[config.mk]
export PLATFORM = sky130hd
export DESIGN_NAME = asq_sequencer
export DESIGN_NICKNAME = d
export VERILOG_FILES = /design/src/design/asq_pkg.sv /design/src/design/asq_sequencer.sv
export SDC_FILE = /design/constraint.sdc
export NUM_CORES = 1
export LEC_CHECK = 0
export BUFFER_PORTS_ARGS = -buffer_cell sky130_fd_sc_hd__buf_2
export CAP_MARGIN = 5
export CORE_UTILIZATION = 47
export DETAILED_ROUTE_END_ITERATION = 6
export PLACE_DENSITY = 0.79
export SLEW_MARGIN = 15
export SYNTH_ARGS = -nofsm -noshare
export SYNTH_HDL_FRONTEND = slang
export SYNTH_SLANG_ARGS = --single-unit
[constraint.sdc]
create_clock -name clock -period 2.9 [get_ports clock]
set_input_delay 0.145 -clock clock [delete_from_list [all_inputs] [get_ports clock]]
set_output_delay 0.145 -clock clock [all_outputs]
set_load 0.05 [all_outputs]
[src/design/asq_pkg.sv]
// Constants and types shared by the scan/select conversion sequencer
`default_nettype none

package asq_pkg;

    // ------------------------------------------------------------
    // Sizes
    // ------------------------------------------------------------
    localparam int NUM_CHAN = 8;
    localparam int RES_W = 10;
    localparam int CNT_W = 9;
    localparam logic [2:0] LAST_CHAN = 3'h7;

    // ------------------------------------------------------------
    // Field positions
    // ------------------------------------------------------------
    localparam int HI_START_POS = 4;
    localparam int LO_RUN_POS = 4;
    localparam int IRQ_SCAN_DONE_POS = 0;
    localparam int IRQ_SINGLE_DONE_POS = 1;
    localparam int IRQ_SCAN_EN_POS = 2;
    localparam int IRQ_SINGLE_EN_POS = 3;

    // ------------------------------------------------------------
    // Reset values
    // ------------------------------------------------------------
    localparam logic [7:0] HI_RESET = 8'h88;
    localparam logic [7:0] LO_RESET = 8'h88;
    localparam logic [7:0] IRQ_CTRL_RESET = 8'hf0;
    localparam logic [7:0] HI_FILL_ONES = 8'h88;
    localparam logic [7:0] LO_FILL_ONES = 8'h88;
    localparam logic [7:0] IRQ_FILL_ONES = 8'hf0;
    localparam logic [15:0] CONV_VECTOR = 16'h0044;

    // ------------------------------------------------------------
    // Per-channel clock budget, indexed by length code
    // ------------------------------------------------------------
    localparam logic [CNT_W-1:0] LEN_TAB [0:3] = '{9'h180, 9'h100, 9'h0c0, 9'h080};
    localparam logic [CNT_W-1:0] SAMP_TAB [0:3] = '{9'h0e9, 9'h09b, 9'h074, 9'h04d};
    localparam logic [CNT_W-1:0] CONV_TAB [0:3] = '{9'h050, 9'h036, 9'h029, 9'h01c};
    localparam logic [CNT_W-1:0] OTHER_TAB [0:3] = '{9'h047, 9'h02f, 9'h023, 9'h017};

    // ------------------------------------------------------------
    // Types
    // ------------------------------------------------------------
    typedef enum logic [1:0] {
        ST_IDLE = 2'b00,
        ST_SCAN = 2'b01,
        ST_SELECT = 2'b10
    } asq_state_t;

    typedef struct packed {
        logic fill7;
        logic [1:0] len_sel;
        logic start;
        logic fill3;
        logic [2:0] chan;
    } asq_hi_t;

    typedef struct packed {
        logic fill7;
        logic repeat_sel;
        logic trig_sel;
        logic run;
        logic fill3;
        logic [2:0] start_chan;
    } asq_lo_t;

endpackage : asq_pkg

`default_nettype wire

[src/design/asq_sequencer.sv]
// Scan/select sequencer for an 8-channel 10-bit successive-approximation converter
//
// Summary of operation
// RL1 - Software clears single flag before select start
// RL2 - Irq-control bit 3 gates single-done interrupt
// RL3 - High bits 0-2 choose select channel
// RL4 - High bits 5-6 set clocks per channel
// RL5 - Start bit 1 starts, 0 aborts select
// RL6 - Two modes only: scan and select
// RL7 - Scan converts ascending from start to 7
// RL8 - After channel 7 stop or restart
// RL9 - Select start abandons current scan channel
// RL10 - Scan resumes, reconverting interrupted channel fully
// RL11 - Codes give 384, 256, 192, 128 clocks
// RL12 - Each length splits sampling, conversion, overhead
// RL13 - Either cause sets the request flag
// RL14 - Enable flag gates a pending request
// RL15 - Two priority bits choose priority level
// RL16 - Both causes share flag and vector 0044
// RL17 - Scan flag sets at channel 7, sticky
// RL18 - Run bit 1 starts scan, 0 stops
// RL19 - One 10-bit result register per channel
// RL20 - Result written with its completion flag
`default_nettype none

module asq_sequencer (
    input wire logic clock,
    input wire logic rst,
    input wire logic hi_wr,
    input wire logic [7:0] hi_wdata,
    output logic [7:0] hi_rdata,
    input wire logic lo_wr,
    input wire logic [7:0] lo_wdata,
    output logic [7:0] lo_rdata,
    input wire logic irq_ctrl_wr,
    input wire logic [7:0] irq_ctrl_wdata,
    output logic [7:0] irq_ctrl_rdata,
    input wire logic irq_req_clear,
    input wire logic conv_irq_enable,
    input wire logic conv_prio_bit0,
    input wire logic conv_prio_bit1,
    output logic conv_irq_request,
    output logic conv_irq_out,
    output logic [1:0] conv_irq_prio,
    output logic [15:0] conv_irq_vector,
    input wire logic [asq_pkg::RES_W-1:0] fe_result,
    output logic [2:0] fe_chan,
    output logic fe_sample,
    output logic fe_convert,
    output logic [asq_pkg::RES_W-1:0] conv_result_reg [0:asq_pkg::NUM_CHAN-1]
);

    // ------------------------------------------------------------
    // Declarations
    // ------------------------------------------------------------
    asq_pkg::asq_hi_t hi_q;
    asq_pkg::asq_lo_t lo_q;
    asq_pkg::asq_hi_t hi_w;
    asq_pkg::asq_lo_t lo_w;
    asq_pkg::asq_state_t state_q;
    logic [2:0] chan_q;
    logic [2:0] resume_chan_q;
    logic [asq_pkg::CNT_W-1:0] cnt_q;
    logic scan_done_q;
    logic single_done_q;
    logic scan_irq_en_q;
    logic single_irq_en_q;
    logic req_q;
    logic [asq_pkg::RES_W-1:0] fe_meta_q;
    logic [asq_pkg::RES_W-1:0] fe_sync_q;
    logic [asq_pkg::CNT_W-1:0] len_last;
    logic [asq_pkg::CNT_W-1:0] samp_end;
    logic [asq_pkg::CNT_W-1:0] conv_end_cnt;
    logic busy;
    logic conv_end;
    logic sel_start;
    logic sel_abort;
    logic scan_go;
    logic scan_halt;
    logic run_next;
    logic scan_cycle_done;
    logic single_finish;
    logic scan_wrap_stop;

    assign hi_w = asq_pkg::asq_hi_t'(hi_wdata);
    assign lo_w = asq_pkg::asq_lo_t'(lo_wdata);

    // ------------------------------------------------------------
    // Timing budget
    // ------------------------------------------------------------
    // Length chosen live, so a change of code mid-channel takes effect at once
    assign len_last = asq_pkg::LEN_TAB[hi_q.len_sel] - 9'h001; // see RL4 see RL11
    assign samp_end = asq_pkg::SAMP_TAB[hi_q.len_sel]; // see RL12
    assign conv_end_cnt = asq_pkg::SAMP_TAB[hi_q.len_sel] + asq_pkg::CONV_TAB[hi_q.len_sel];

    assign busy = (state_q != asq_pkg::ST_IDLE);
    assign conv_end = busy && (cnt_q == len_last);

    // ------------------------------------------------------------
    // Command decode
    // ------------------------------------------------------------
    // A second start while a select is busy is ignored, not restarted
    assign sel_start = hi_wr && hi_w.start && (state_q != asq_pkg::ST_SELECT); // see RL5
    assign sel_abort = hi_wr && !hi_w.start && (state_q == asq_pkg::ST_SELECT); // see RL5
    assign scan_go = lo_wr && lo_w.run && !lo_q.run; // see RL18
    assign scan_halt = lo_wr && !lo_w.run; // see RL18
    assign run_next = lo_wr ? lo_w.run : lo_q.run;

    assign scan_cycle_done = (state_q == asq_pkg::ST_SCAN) && conv_end
        && (chan_q == asq_pkg::LAST_CHAN) && !scan_halt && !sel_start;
    assign scan_wrap_stop = scan_cycle_done && !lo_q.repeat_sel; // see RL8
    assign single_finish = (state_q == asq_pkg::ST_SELECT) && conv_end && !sel_abort;

    // ------------------------------------------------------------
    // Front-end result synchroniser
    // ------------------------------------------------------------
    always_ff @(posedge clock) begin
        if (rst) begin
            fe_meta_q <= '0;
            fe_sync_q <= '0;
        end else begin
            fe_meta_q <= fe_result;
            fe_sync_q <= fe_meta_q;
        end
    end

    // ------------------------------------------------------------
    // High control register
    // ------------------------------------------------------------
    always_ff @(posedge clock) begin
        if (rst) begin
            hi_q <= asq_pkg::asq_hi_t'(asq_pkg::HI_RESET);
        end else begin
            if (hi_wr) begin
                hi_q.chan <= hi_w.chan; // see RL3
                hi_q.len_sel <= hi_w.len_sel; // see RL4
            end
            if (sel_start) begin
                hi_q.start <= 1'b1;
            end else if (sel_abort || single_finish) begin
                hi_q.start <= 1'b0;
            end
        end
    end

    // ------------------------------------------------------------
    // Low control register
    // ------------------------------------------------------------
    always_ff @(posedge clock) begin
        if (rst) begin
            lo_q <= asq_pkg::asq_lo_t'(asq_pkg::LO_RESET);
        end else begin
            if (lo_wr) begin
                lo_q.start_chan <= lo_w.start_chan;
                lo_q.trig_sel <= lo_w.trig_sel;
                lo_q.repeat_sel <= lo_w.repeat_sel;
                lo_q.run <= lo_w.run; // see RL18
            end
            // Stop after channel 7 beats a same-cycle run write, so state and bit agree
            if (scan_wrap_stop) begin
                lo_q.run <= 1'b0; // see RL8
            end
        end
    end

    // ------------------------------------------------------------
    // Sequencer
    // ------------------------------------------------------------
    // Only idle, scan and select exist; select always outranks scan
    always_ff @(posedge clock) begin
        if (rst) begin
            state_q <= asq_pkg::ST_IDLE;
            chan_q <= '0;
            cnt_q <= '0;
        end else begin
            case (state_q) // see RL6
                asq_pkg::ST_IDLE: begin
                    cnt_q <= '0;
                    if (sel_start) begin
                        state_q <= asq_pkg::ST_SELECT;
                        chan_q <= hi_w.chan; // see RL3
                    end else if (scan_go) begin
                        state_q <= asq_pkg::ST_SCAN;
                        chan_q <= lo_w.start_chan; // see RL7
                    end
                end
                asq_pkg::ST_SCAN: begin
                    if (sel_start) begin
                        state_q <= asq_pkg::ST_SELECT; // see RL9
                        chan_q <= hi_w.chan;
                        cnt_q <= '0;
                    end else if (scan_halt) begin
                        state_q <= asq_pkg::ST_IDLE; // see RL18
                        cnt_q <= '0;
                    end else if (conv_end) begin
                        cnt_q <= '0;
                        if (chan_q == asq_pkg::LAST_CHAN) begin
                            if (lo_q.repeat_sel) begin
                                chan_q <= lo_q.start_chan; // see RL8
                            end else begin
                                state_q <= asq_pkg::ST_IDLE; // see RL8
                            end
                        end else begin
                            chan_q <= chan_q + 3'h1; // see RL7
                        end
                    end else begin
                        cnt_q <= cnt_q + 9'h001;
                    end
                end
                asq_pkg::ST_SELECT: begin
                    if (sel_abort || conv_end) begin
                        cnt_q <= '0;
                        if (run_next) begin
                            state_q <= asq_pkg::ST_SCAN; // see RL10
                            chan_q <= scan_go ? lo_w.start_chan : resume_chan_q;
                        end else begin
                            state_q <= asq_pkg::ST_IDLE;
                        end
                    end else begin
                        cnt_q <= cnt_q + 9'h001;
                    end
                end
                default: begin
                    state_q <= asq_pkg::ST_IDLE;
                    cnt_q <= '0;
                end
            endcase
        end
    end

    // ------------------------------------------------------------
    // Channel to resume after a select
    // ------------------------------------------------------------
    always_ff @(posedge clock) begin
        if (rst) begin
            resume_chan_q <= '0;
        end else if (sel_start && state_q == asq_pkg::ST_SCAN) begin
            resume_chan_q <= chan_q; // see RL10
        end else if (scan_go) begin
            resume_chan_q <= lo_w.start_chan;
        end
    end

    // ------------------------------------------------------------
    // Completion flags and interrupt enables
    // ------------------------------------------------------------
    // Hardware set beats a software write of 0 in the same cycle
    always_ff @(posedge clock) begin
        if (rst) begin
            scan_done_q <= 1'b0;
            single_done_q <= 1'b0;
            scan_irq_en_q <= 1'b0;
            single_irq_en_q <= 1'b0;
        end else begin
            if (irq_ctrl_wr) begin
                scan_irq_en_q <= irq_ctrl_wdata[asq_pkg::IRQ_SCAN_EN_POS];
                single_irq_en_q <= irq_ctrl_wdata[asq_pkg::IRQ_SINGLE_EN_POS]; // see RL2
            end
            if (scan_cycle_done) begin
                scan_done_q <= 1'b1; // see RL17
            end else if (irq_ctrl_wr) begin
                scan_done_q <= irq_ctrl_wdata[asq_pkg::IRQ_SCAN_DONE_POS];
            end
            if (single_finish) begin
                single_done_q <= 1'b1;
            end else if (irq_ctrl_wr) begin
                single_done_q <= irq_ctrl_wdata[asq_pkg::IRQ_SINGLE_DONE_POS]; // see RL1
            end
        end
    end

    // ------------------------------------------------------------
    // Shared interrupt request
    // ------------------------------------------------------------
    always_ff @(posedge clock) begin
        if (rst) begin
            req_q <= 1'b0;
        end else if ((scan_cycle_done && scan_irq_en_q)
                || (single_finish && single_irq_en_q)) begin
            req_q <= 1'b1; // see RL13 see RL16 see RL2
        end else if (irq_req_clear) begin
            req_q <= 1'b0;
        end
    end

    assign conv_irq_request = req_q;
    assign conv_irq_out = req_q && conv_irq_enable; // see RL14
    assign conv_irq_prio = {conv_prio_bit1, conv_prio_bit0}; // see RL15
    assign conv_irq_vector = asq_pkg::CONV_VECTOR; // see RL16

    // ------------------------------------------------------------
    // Result registers
    // ------------------------------------------------------------
    // Written on each completed channel's last edge, the edge that also sets the flag for a select or scan channel 7
    for (genvar i = 0; i < asq_pkg::NUM_CHAN; i++) begin : g_result
        always_ff @(posedge clock) begin
            if (rst) begin
                conv_result_reg[i] <= '0;
            end else if (conv_end && !sel_abort && !(state_q == asq_pkg::ST_SCAN
                    && (scan_halt || sel_start)) && chan_q == 3'(i)) begin
                conv_result_reg[i] <= fe_sync_q; // see RL19 see RL20
            end
        end
    end

    // ------------------------------------------------------------
    // Front-end phase controls
    // ------------------------------------------------------------
    // Overhead clocks follow conversion; front end is idle in them
    assign fe_chan = chan_q;
    assign fe_sample = busy && (cnt_q < samp_end); // see RL12
    assign fe_convert = busy && (cnt_q >= samp_end) && (cnt_q < conv_end_cnt); // see RL12

    // ------------------------------------------------------------
    // Read-back
    // ------------------------------------------------------------
    assign hi_rdata = 8'(hi_q) | asq_pkg::HI_FILL_ONES;
    assign lo_rdata = 8'(lo_q) | asq_pkg::LO_FILL_ONES;
    assign irq_ctrl_rdata = asq_pkg::IRQ_FILL_ONES
        | {4'h0, single_irq_en_q, scan_irq_en_q, single_done_q, scan_done_q};

endmodule : asq_sequencer

`default_nettype wire

==> results of run 1 <==
metal layers:
layer | GRT usage | vias up
li1 | - | 2315
met1 | 0.2726 | 2199
met2 | 0.3778 | 172
met3 | 0.05135 | 33
met4 | 0.1316 | 0
met5 | 0 | -
worst reg2reg max path: stages, from the launching register on:
cell and delay [ps]:
dfxtp_4 380, clkinvlp_4 130, ha_4 290, inv_2 50
ha_1 300, nand3b_1 120, or4_4 460, a32o_2 300
or4_4 530, a21oi_2 150
stage by stage:
step	hold WS [ps]	cells	setup WS, ps	instance area [um^2]	util
detailed placement	290.3	892	46.12	6700	0.5509
CTS	0.9339	942	15.74	7477	0.6148
global placement	290.3	892	178.1	6700	0.5509
global route	48.25	946	-9.613	7581	0.6234
finish	12.35	946	101.5	7581	0.6234
floorplan	273.2	644	11.33	6051	-
cell usage after synthesis, types with 2 or more instances:
library cell  instances
dfxtp_1             134
nor2_1              124
mux2i_1             101
ha_1                 35
buf_4                30
clkbuf_1             28
nor2b_1              26
inv_1                20
a21oi_1              18
buf_2                10
nand3_1              10
nand2_1               9
o21ai_0               8
nand4_1               7
and3_1                5
xnor2_1               5
a211oi_1              4
a21o_1                4
nand2b_1              4
nand3b_1              4
xor2_1                3
and2_1                2
and3b_1               2
buf_1                 2
conb_1                2
o221ai_1              2
o311ai_0              2
or4_1                 2
path summary, 6_finish.rpt:
kind                                   start            to  slack (ps)  cells past startpoint
worst max-delay path             hi_rdata[6]    fe_convert         100                      9
worst min-delay path             lo_wdata[2]   lo_rdata[2]          10                      3
worst max register to register   hi_rdata[5]    state_q[0]         130                      9
worst min register to register  fe_meta_q[6]  fe_sync_q[6]         430                      1
cell type report:
class / instances / area, um^2 / share of cell area
repair buffers: 172 / 1039 / 0.1370
multi-input cells: 420 / 2979 / 0.3930
flip-flops and latches: 134 / 2690 / 0.3548
inverters: 20 / 78.83 / 0.01040
clock inverters: 11 / 123.9 / 0.01634
clock buffers: 21 / 460.4 / 0.06074
well taps: 168 / 210.2 / 0.02773
cells by family (layout without fill, tap and decap cells):
| family | count (synthesis) | in the layout | synth area share |
|---|---|---|---|
| AO/OA/AOI/OAI | 49 | 49 | 0.05622 |
| XOR/XNOR | 8 | 8 | 0.01179 |
| other | 2 | 25 | 0.001264 |
| buffers and inverters | 90 | 224 | 0.07790 |
| AND/OR/NAND/NOR | 202 | 202 | 0.1577 |
| adder cells (fa/ha/maj) | 35 | 35 | 0.07368 |
| multiplexers | 101 | 101 | 0.1701 |
| flip-flops | 134 | 134 | 0.4514 |
repair_timing:
item,CTS,global route
pin swaps,1,3
endpoints found under the setup margin,1,14
buffers inserted,0,4
endpoints found under the hold margin,18,0
hold buffers,18,0
resized for setup,5,16
power by group through the flow:
stage	Sequential [uW]	Combinational, uW	Clock [uW]
floorplan	2060	469	0
global placement	2000	631	0
detailed placement	2000	650	0
CTS	1960	678	2140
global route	1970	756	2220
finish	1960	702	2110
==> qor.txt, run 1 <==
Status -> finished clean
Sequential area share after synthesis -> 0.4514
Sw power -> 1318 uW
Crit-path slowest cell -> dfxtp_4
Final nets -> 843
Via Count -> 4719
PD cells -> 629.6 mW/mm^2
Syn Area/Cell -> 9.570 um^2
Max layer used -> met4
Die Span Y -> 114.5 um
Period utilization -> 0.9650
Hold Vio Cnt, Final -> 0
Area of the mapped netlist -> 0.005943 mm^2
Pins Over Slew Limit -> 0
Critical path class -> reg2out
Crit end category -> output port
Net Sw Frac -> 0.2762
GRT overflow -> 0
Worst path top cell family by delay -> simple AND/OR/NAND/NOR gates
Asr flop ratio synth -> 0
Yosys warnings -> 0
H-Tree Depth -> 4
Clk sink count -> 134
Tmin final -> 2798 ps
Met2 routed wirelength -> 7306 um
Syn Inst Count -> 621
Layout area overhead -> 27.56%
CP startpoint kind -> flop
Pre-Repair DR Iteration Count -> 5
Gate power share -> 0.147
Area share of the largest cell type after synthesis -> 0.4514
Inserted Clock Buffers -> 17
Top cell by count, worst path -> ha_1
Post-DRT Antenna Nets -> 0
Core Area -> 0.01216 mm^2
Rel. slew slack -> 0.5085
Min-Delay Path Class -> in2reg
Root Driver -> clkbuf_16
Ys flop type -> dfxtp_1
Synth top area cells -> dfxtp_1 (45%), mux2i_1 (17%), nor2_1 (7.8%), ha_1 (7.4%), buf_4 (3.8%)
RePlAce Congestion -> 0.9123
Worst Skew -> 9.610 ps
CTS tree -> yes
Cell taking the most area after synthesis -> dfxtp_1
Fill cells -> 987
Clk buf depth -> 2
Setup_tns -> 0 ps
Gr usage total -> 0.2282
DRT iter0 DRCs -> 279
Worst Path Buf+Inv -> 3
Pwr Total -> 4773 uW
Die W -> 114.5 um
CP peak stage delay -> 400 ps
Met3 WL post-DR -> 829 um
# diodes -> 0
Row cnt -> 40
Final WL -> 14710 um
Reg clk slew, reported paths -> 60 ps
Critical path data arrival time -> 2650 ps
Dpl hpwl -> 10130 um
Cell variety after synth -> 46
Internal power -> 3454 uW
Die area -> 0.01310 mm^2
Layout cells sized above 1 -> 0.2622
Seq pwr share -> 0.411
Initial antenna violation count -> 0
Clock Latency Late Sink -> 420 ps
Vias in the first global route -> 4583
DRC Markers -> 0
Setup violators final -> 0
Most frequent cells in the layout -> dfxtp_1 (132), buf_2 (132), nor2_1 (123)
Vias/cell -> 4.988
CP required -> 2760 ps
Largest net degree at the start of global routing -> 125
Max Cap Viol -> 0
CP max FO -> 7
Starting density of the core -> 0.4887
First-pass GRT wire length -> 22640 um
# port buffers -> 135
Max VDD drop -> 0.4599 mV
Post-synth EDFFs -> 0
DRT met1 WL -> 6152 um
Clock share of power -> 0.442
Number of flip-flops under the largest register name -> 80
Slew at the pin closest to its max-slew limit -> 736.5 ps
Static Leak -> 0.003978 uW
# IOs -> 172
WL per Instance -> 15.55 um
Yosys reg bits -> 134
Max Freq -> 357.3 MHz
Critical-path cell list -> inv_1 -> buf_4 -> ha_1 -> ha_1 -> nand4_1 -> or2_2 -> o221ai_1 -> and4_1 -> buf_6
(Power assumes the default switching activity.)
==> run 2, diff against run 1 <==
--- a/config.mk
+++ b/config.mk
@@ -7,9 +7,9 @@
 export LEC_CHECK = 0
 export BUFFER_PORTS_ARGS = -buffer_cell sky130_fd_sc_hd__buf_2
 export CAP_MARGIN = 5
-export CORE_UTILIZATION = 47
+export CORE_UTILIZATION = 52
 export DETAILED_ROUTE_END_ITERATION = 6
-export PLACE_DENSITY = 0.79
+export PLACE_DENSITY = 0.83
 export SLEW_MARGIN = 15
 export SYNTH_ARGS = -nofsm -noshare
 export SYNTH_HDL_FRONTEND = slang
==> constraint.sdc (replaced) <==
create_clock -name clock -period 3.1 [get_ports clock]
set_input_delay 0.155 -clock clock [delete_from_list [all_inputs] [get_ports clock]]
set_output_delay 0.155 -clock clock [all_outputs]
set_load 0.05 [all_outputs]
==> qor.txt, run 2 (same netlist as run 1, synthesis figures left out) <==
Pwr Total -> 4534 uW (-5.0%)
CTS tree -> yes
Reg clk slew, reported paths -> 60 ps (about the same)
Final std cells w/o fill -> 907 (-4.1%)
Number of flip-flops under the largest register name -> 80 (unchanged)
Global route hottest layer -> met2
Net Sw Frac -> 0.2762 (about the same)
Clk sink count -> 134 (unchanged)
Hold Vio Cnt, Final -> 0 (unchanged)
Gate power share -> 0.139 (-0.008)
Dpl hpwl -> 9965 um (-1.6%)
Sw power -> 1252 uW (-5.0%)
Max Freq -> 339.6 MHz
Post-DRT Antenna Nets -> 0 (unchanged)
Internal power -> 3282 uW (-5.0%)
Final nets -> 832 (-1.3%)
Critical path class -> reg2out
Die Span Y -> 108.9 um (-4.8%)
Vias in the first global route -> 4564 (-0.41%)
CP peak stage delay -> 380 ps (-20 ps)
Seq pwr share -> 0.405 (-0.006)
Layout area overhead -> 24.40%
Static Leak -> 0.003926 uW (-1.3%)
Crit end category -> output port
Core Area -> 0.01098 mm^2 (-9.7%)
# IOs -> 172 (unchanged)
RePlAce Congestion -> 0.9513 (+4.3%)
RSZ-0062 raised after global routing -> no
Setup violators final -> 0 (unchanged)
Initial antenna violation count -> 0 (unchanged)
Worst R2R Setup Slack -> 230 ps (+100 ps)
Layout cells sized above 1 -> 0.2451 (-0.01710)
First-pass GRT wire length -> 22230 um (-1.8%)
Dpl cells -> 859 (-3.7%)
GR Util met1 -> 0.3043 (+0.03171)
Max Cap Viol -> 0 (unchanged)
Die W -> 108.9 um (-4.8%)
Worst Slack Setup Final -> 155.0 ps (+53.44 ps)
Min-Delay Path Class -> in2reg
DRC Markers -> 0 (unchanged)
Worst Skew -> 7.861 ps (-1.749 ps)
# port buffers -> 135 (unchanged)
Worst Path Buf+Inv -> 3 (unchanged)
Crit-path slowest cell -> dfxtp_2
Clk buf depth -> 2 (unchanged)
Pins Over Slew Limit -> 0 (unchanged)
Inserted Clock Buffers -> 17 (unchanged)
Met2 usage -> 0.4048 (+0.02698)
Gr usage total -> 0.2450 (+0.01687)
Rel. slew slack -> 0.5138 (+0.005262)
Period utilization -> 0.9500
Pre-CTS setup slack -> 176.1 ps (+130.0 ps)
PD cells -> 613.2 mW/mm^2 (-2.6%)
DRT iter0 DRCs -> 277 (-0.72%)
Setup_tns -> 0 ps (unchanged)
# diodes -> 0 (unchanged)
CP startpoint kind -> flop
CP max FO -> 6 (-1)
Die area -> 0.01186 mm^2 (-9.5%)
CP required -> 2940 ps (+180 ps)
Critical-path cell list -> inv_1 -> ha_1 -> inv_1 -> ha_1 -> a21o_1 -> a21o_1 -> a21oi_2 -> o21ai_1 -> a2111oi_4 -> buf_6
Most frequent cells in the layout -> buf_2 (133), dfxtp_1 (132), nor2_1 (124)
Status -> finished clean
Max VDD drop -> 0.5084 mV (+11%)
Largest net degree at the start of global routing -> 67 (-46%)
Vias/cell -> 5.248 (+5.2%)
Worst path top cell family by delay -> compound AO/OA/AOI/OAI gates
WL per Instance -> 15.62 um (+0.42%)
Clock share of power -> 0.456 (+0.014)
# Post-CTS Setup Buffers -> 0 (unchanged)
Starting density of the core -> 0.5411 (+0.05244)
Via Count -> 4760 (+0.87%)
Critical path data arrival time -> 2790 ps (+140 ps)
Slew at the pin closest to its max-slew limit -> 728.6 ps (-7.885 ps)
Commonest non-fill, non-tap cell in the layout -> buf_2
Tmin final -> 2945 ps
Pre-Repair DR Iteration Count -> 5 (unchanged)
Met3 Resource Use GR -> 0.06097 (+0.009618)
Clock Latency Late Sink -> 420 ps (about the same)
Final WL -> 14160 um (-3.7%)
GRT overflow -> 0 (unchanged)
H-Tree Depth -> 4 (unchanged)
Root Driver -> clkbuf_16
Row cnt -> 38 (-5.0%)
==> run 2: changes by cell type in the layout (fill, tap and decap cells not counted), moves of 2 or more <==
cell / before / now
buf_12: 2 / 0
clkinv_2: 3 / 1
buf_4: 18 / 11
ha_4: 3 / 0
ha_1: 32 / 35
dlygate4sd3_1: 18 / 16
==> run 2: timing repair <==
item / CTS / global route
gates resized for setup: 4 / 3
hold buffers: 16 / 0
endpoints found under the setup margin: 1 / 4
endpoints found under the hold margin: 16 / 0
pin swaps: 0 / 2
==> run 2: final cells by class <==
class / count / area (um^2)
multi-input combinational: 420 / 2922
inverter: 20 / 75.07
fill: 821 / 3590
clock buffer: 19 / 442.9
tap: 140 / 175.2
sequential: 134 / 2688
clock inverter: 13 / 171.4
timing repair buffer: 161 / 919.6
==> run 2: path summary, 6_finish.rpt <==
kind	cells past startpoint	endpoint	from
setup / recovery	10	fe_sample	hi_rdata[5]
setup reg to reg	9	state_q[0]	hi_rdata[5]
hold / removal	3	lo_rdata[2]	lo_wdata[2]
hold reg to reg	1	fe_sync_q[7]	fe_meta_q[7]
==> run 2: power groups by stage <==
stage                     combinational (uW)  sequential, uW  clock (uW)
after detailed placement                 599            1870           0
after global placement                   576            1870           0
after CTS                                624            1840        2100
after floorplan                          439            1920           0
after global routing                     683            1840        2170
final                                    628            1840        2070
==> run 2: metal layers <==
layer / share of wire / routed length [um] / vias to the layer above
li1: - / - / 2288
met1: 0.44 / 6190 / 2279
met2: 0.50 / 7019 / 169
met3: 0.050 / 714 / 24
met4: 0.017 / 238 / 0
met5: 0 / 0 / -
==> run 2: metrics by stage <==
| stage | util | hold slack, ps | area [um^2] |
|---|---|---|---|
| floorplan | - | 283.2 | 6051 |
| global placement | 0.6012 | 310.6 | 6603 |
| detailed placement | 0.6012 | 310.6 | 6603 |
| CTS | 0.6725 | 6.895 | 7386 |
| global route | 0.6732 | 26.90 | 7393 |
| finish | 0.6732 | 21.31 | 7393 |
==> run 2: worst min-delay path, stage by stage <==
cell	delay, ps
buf_2	100
mux2i_1	70
nor2_1	70
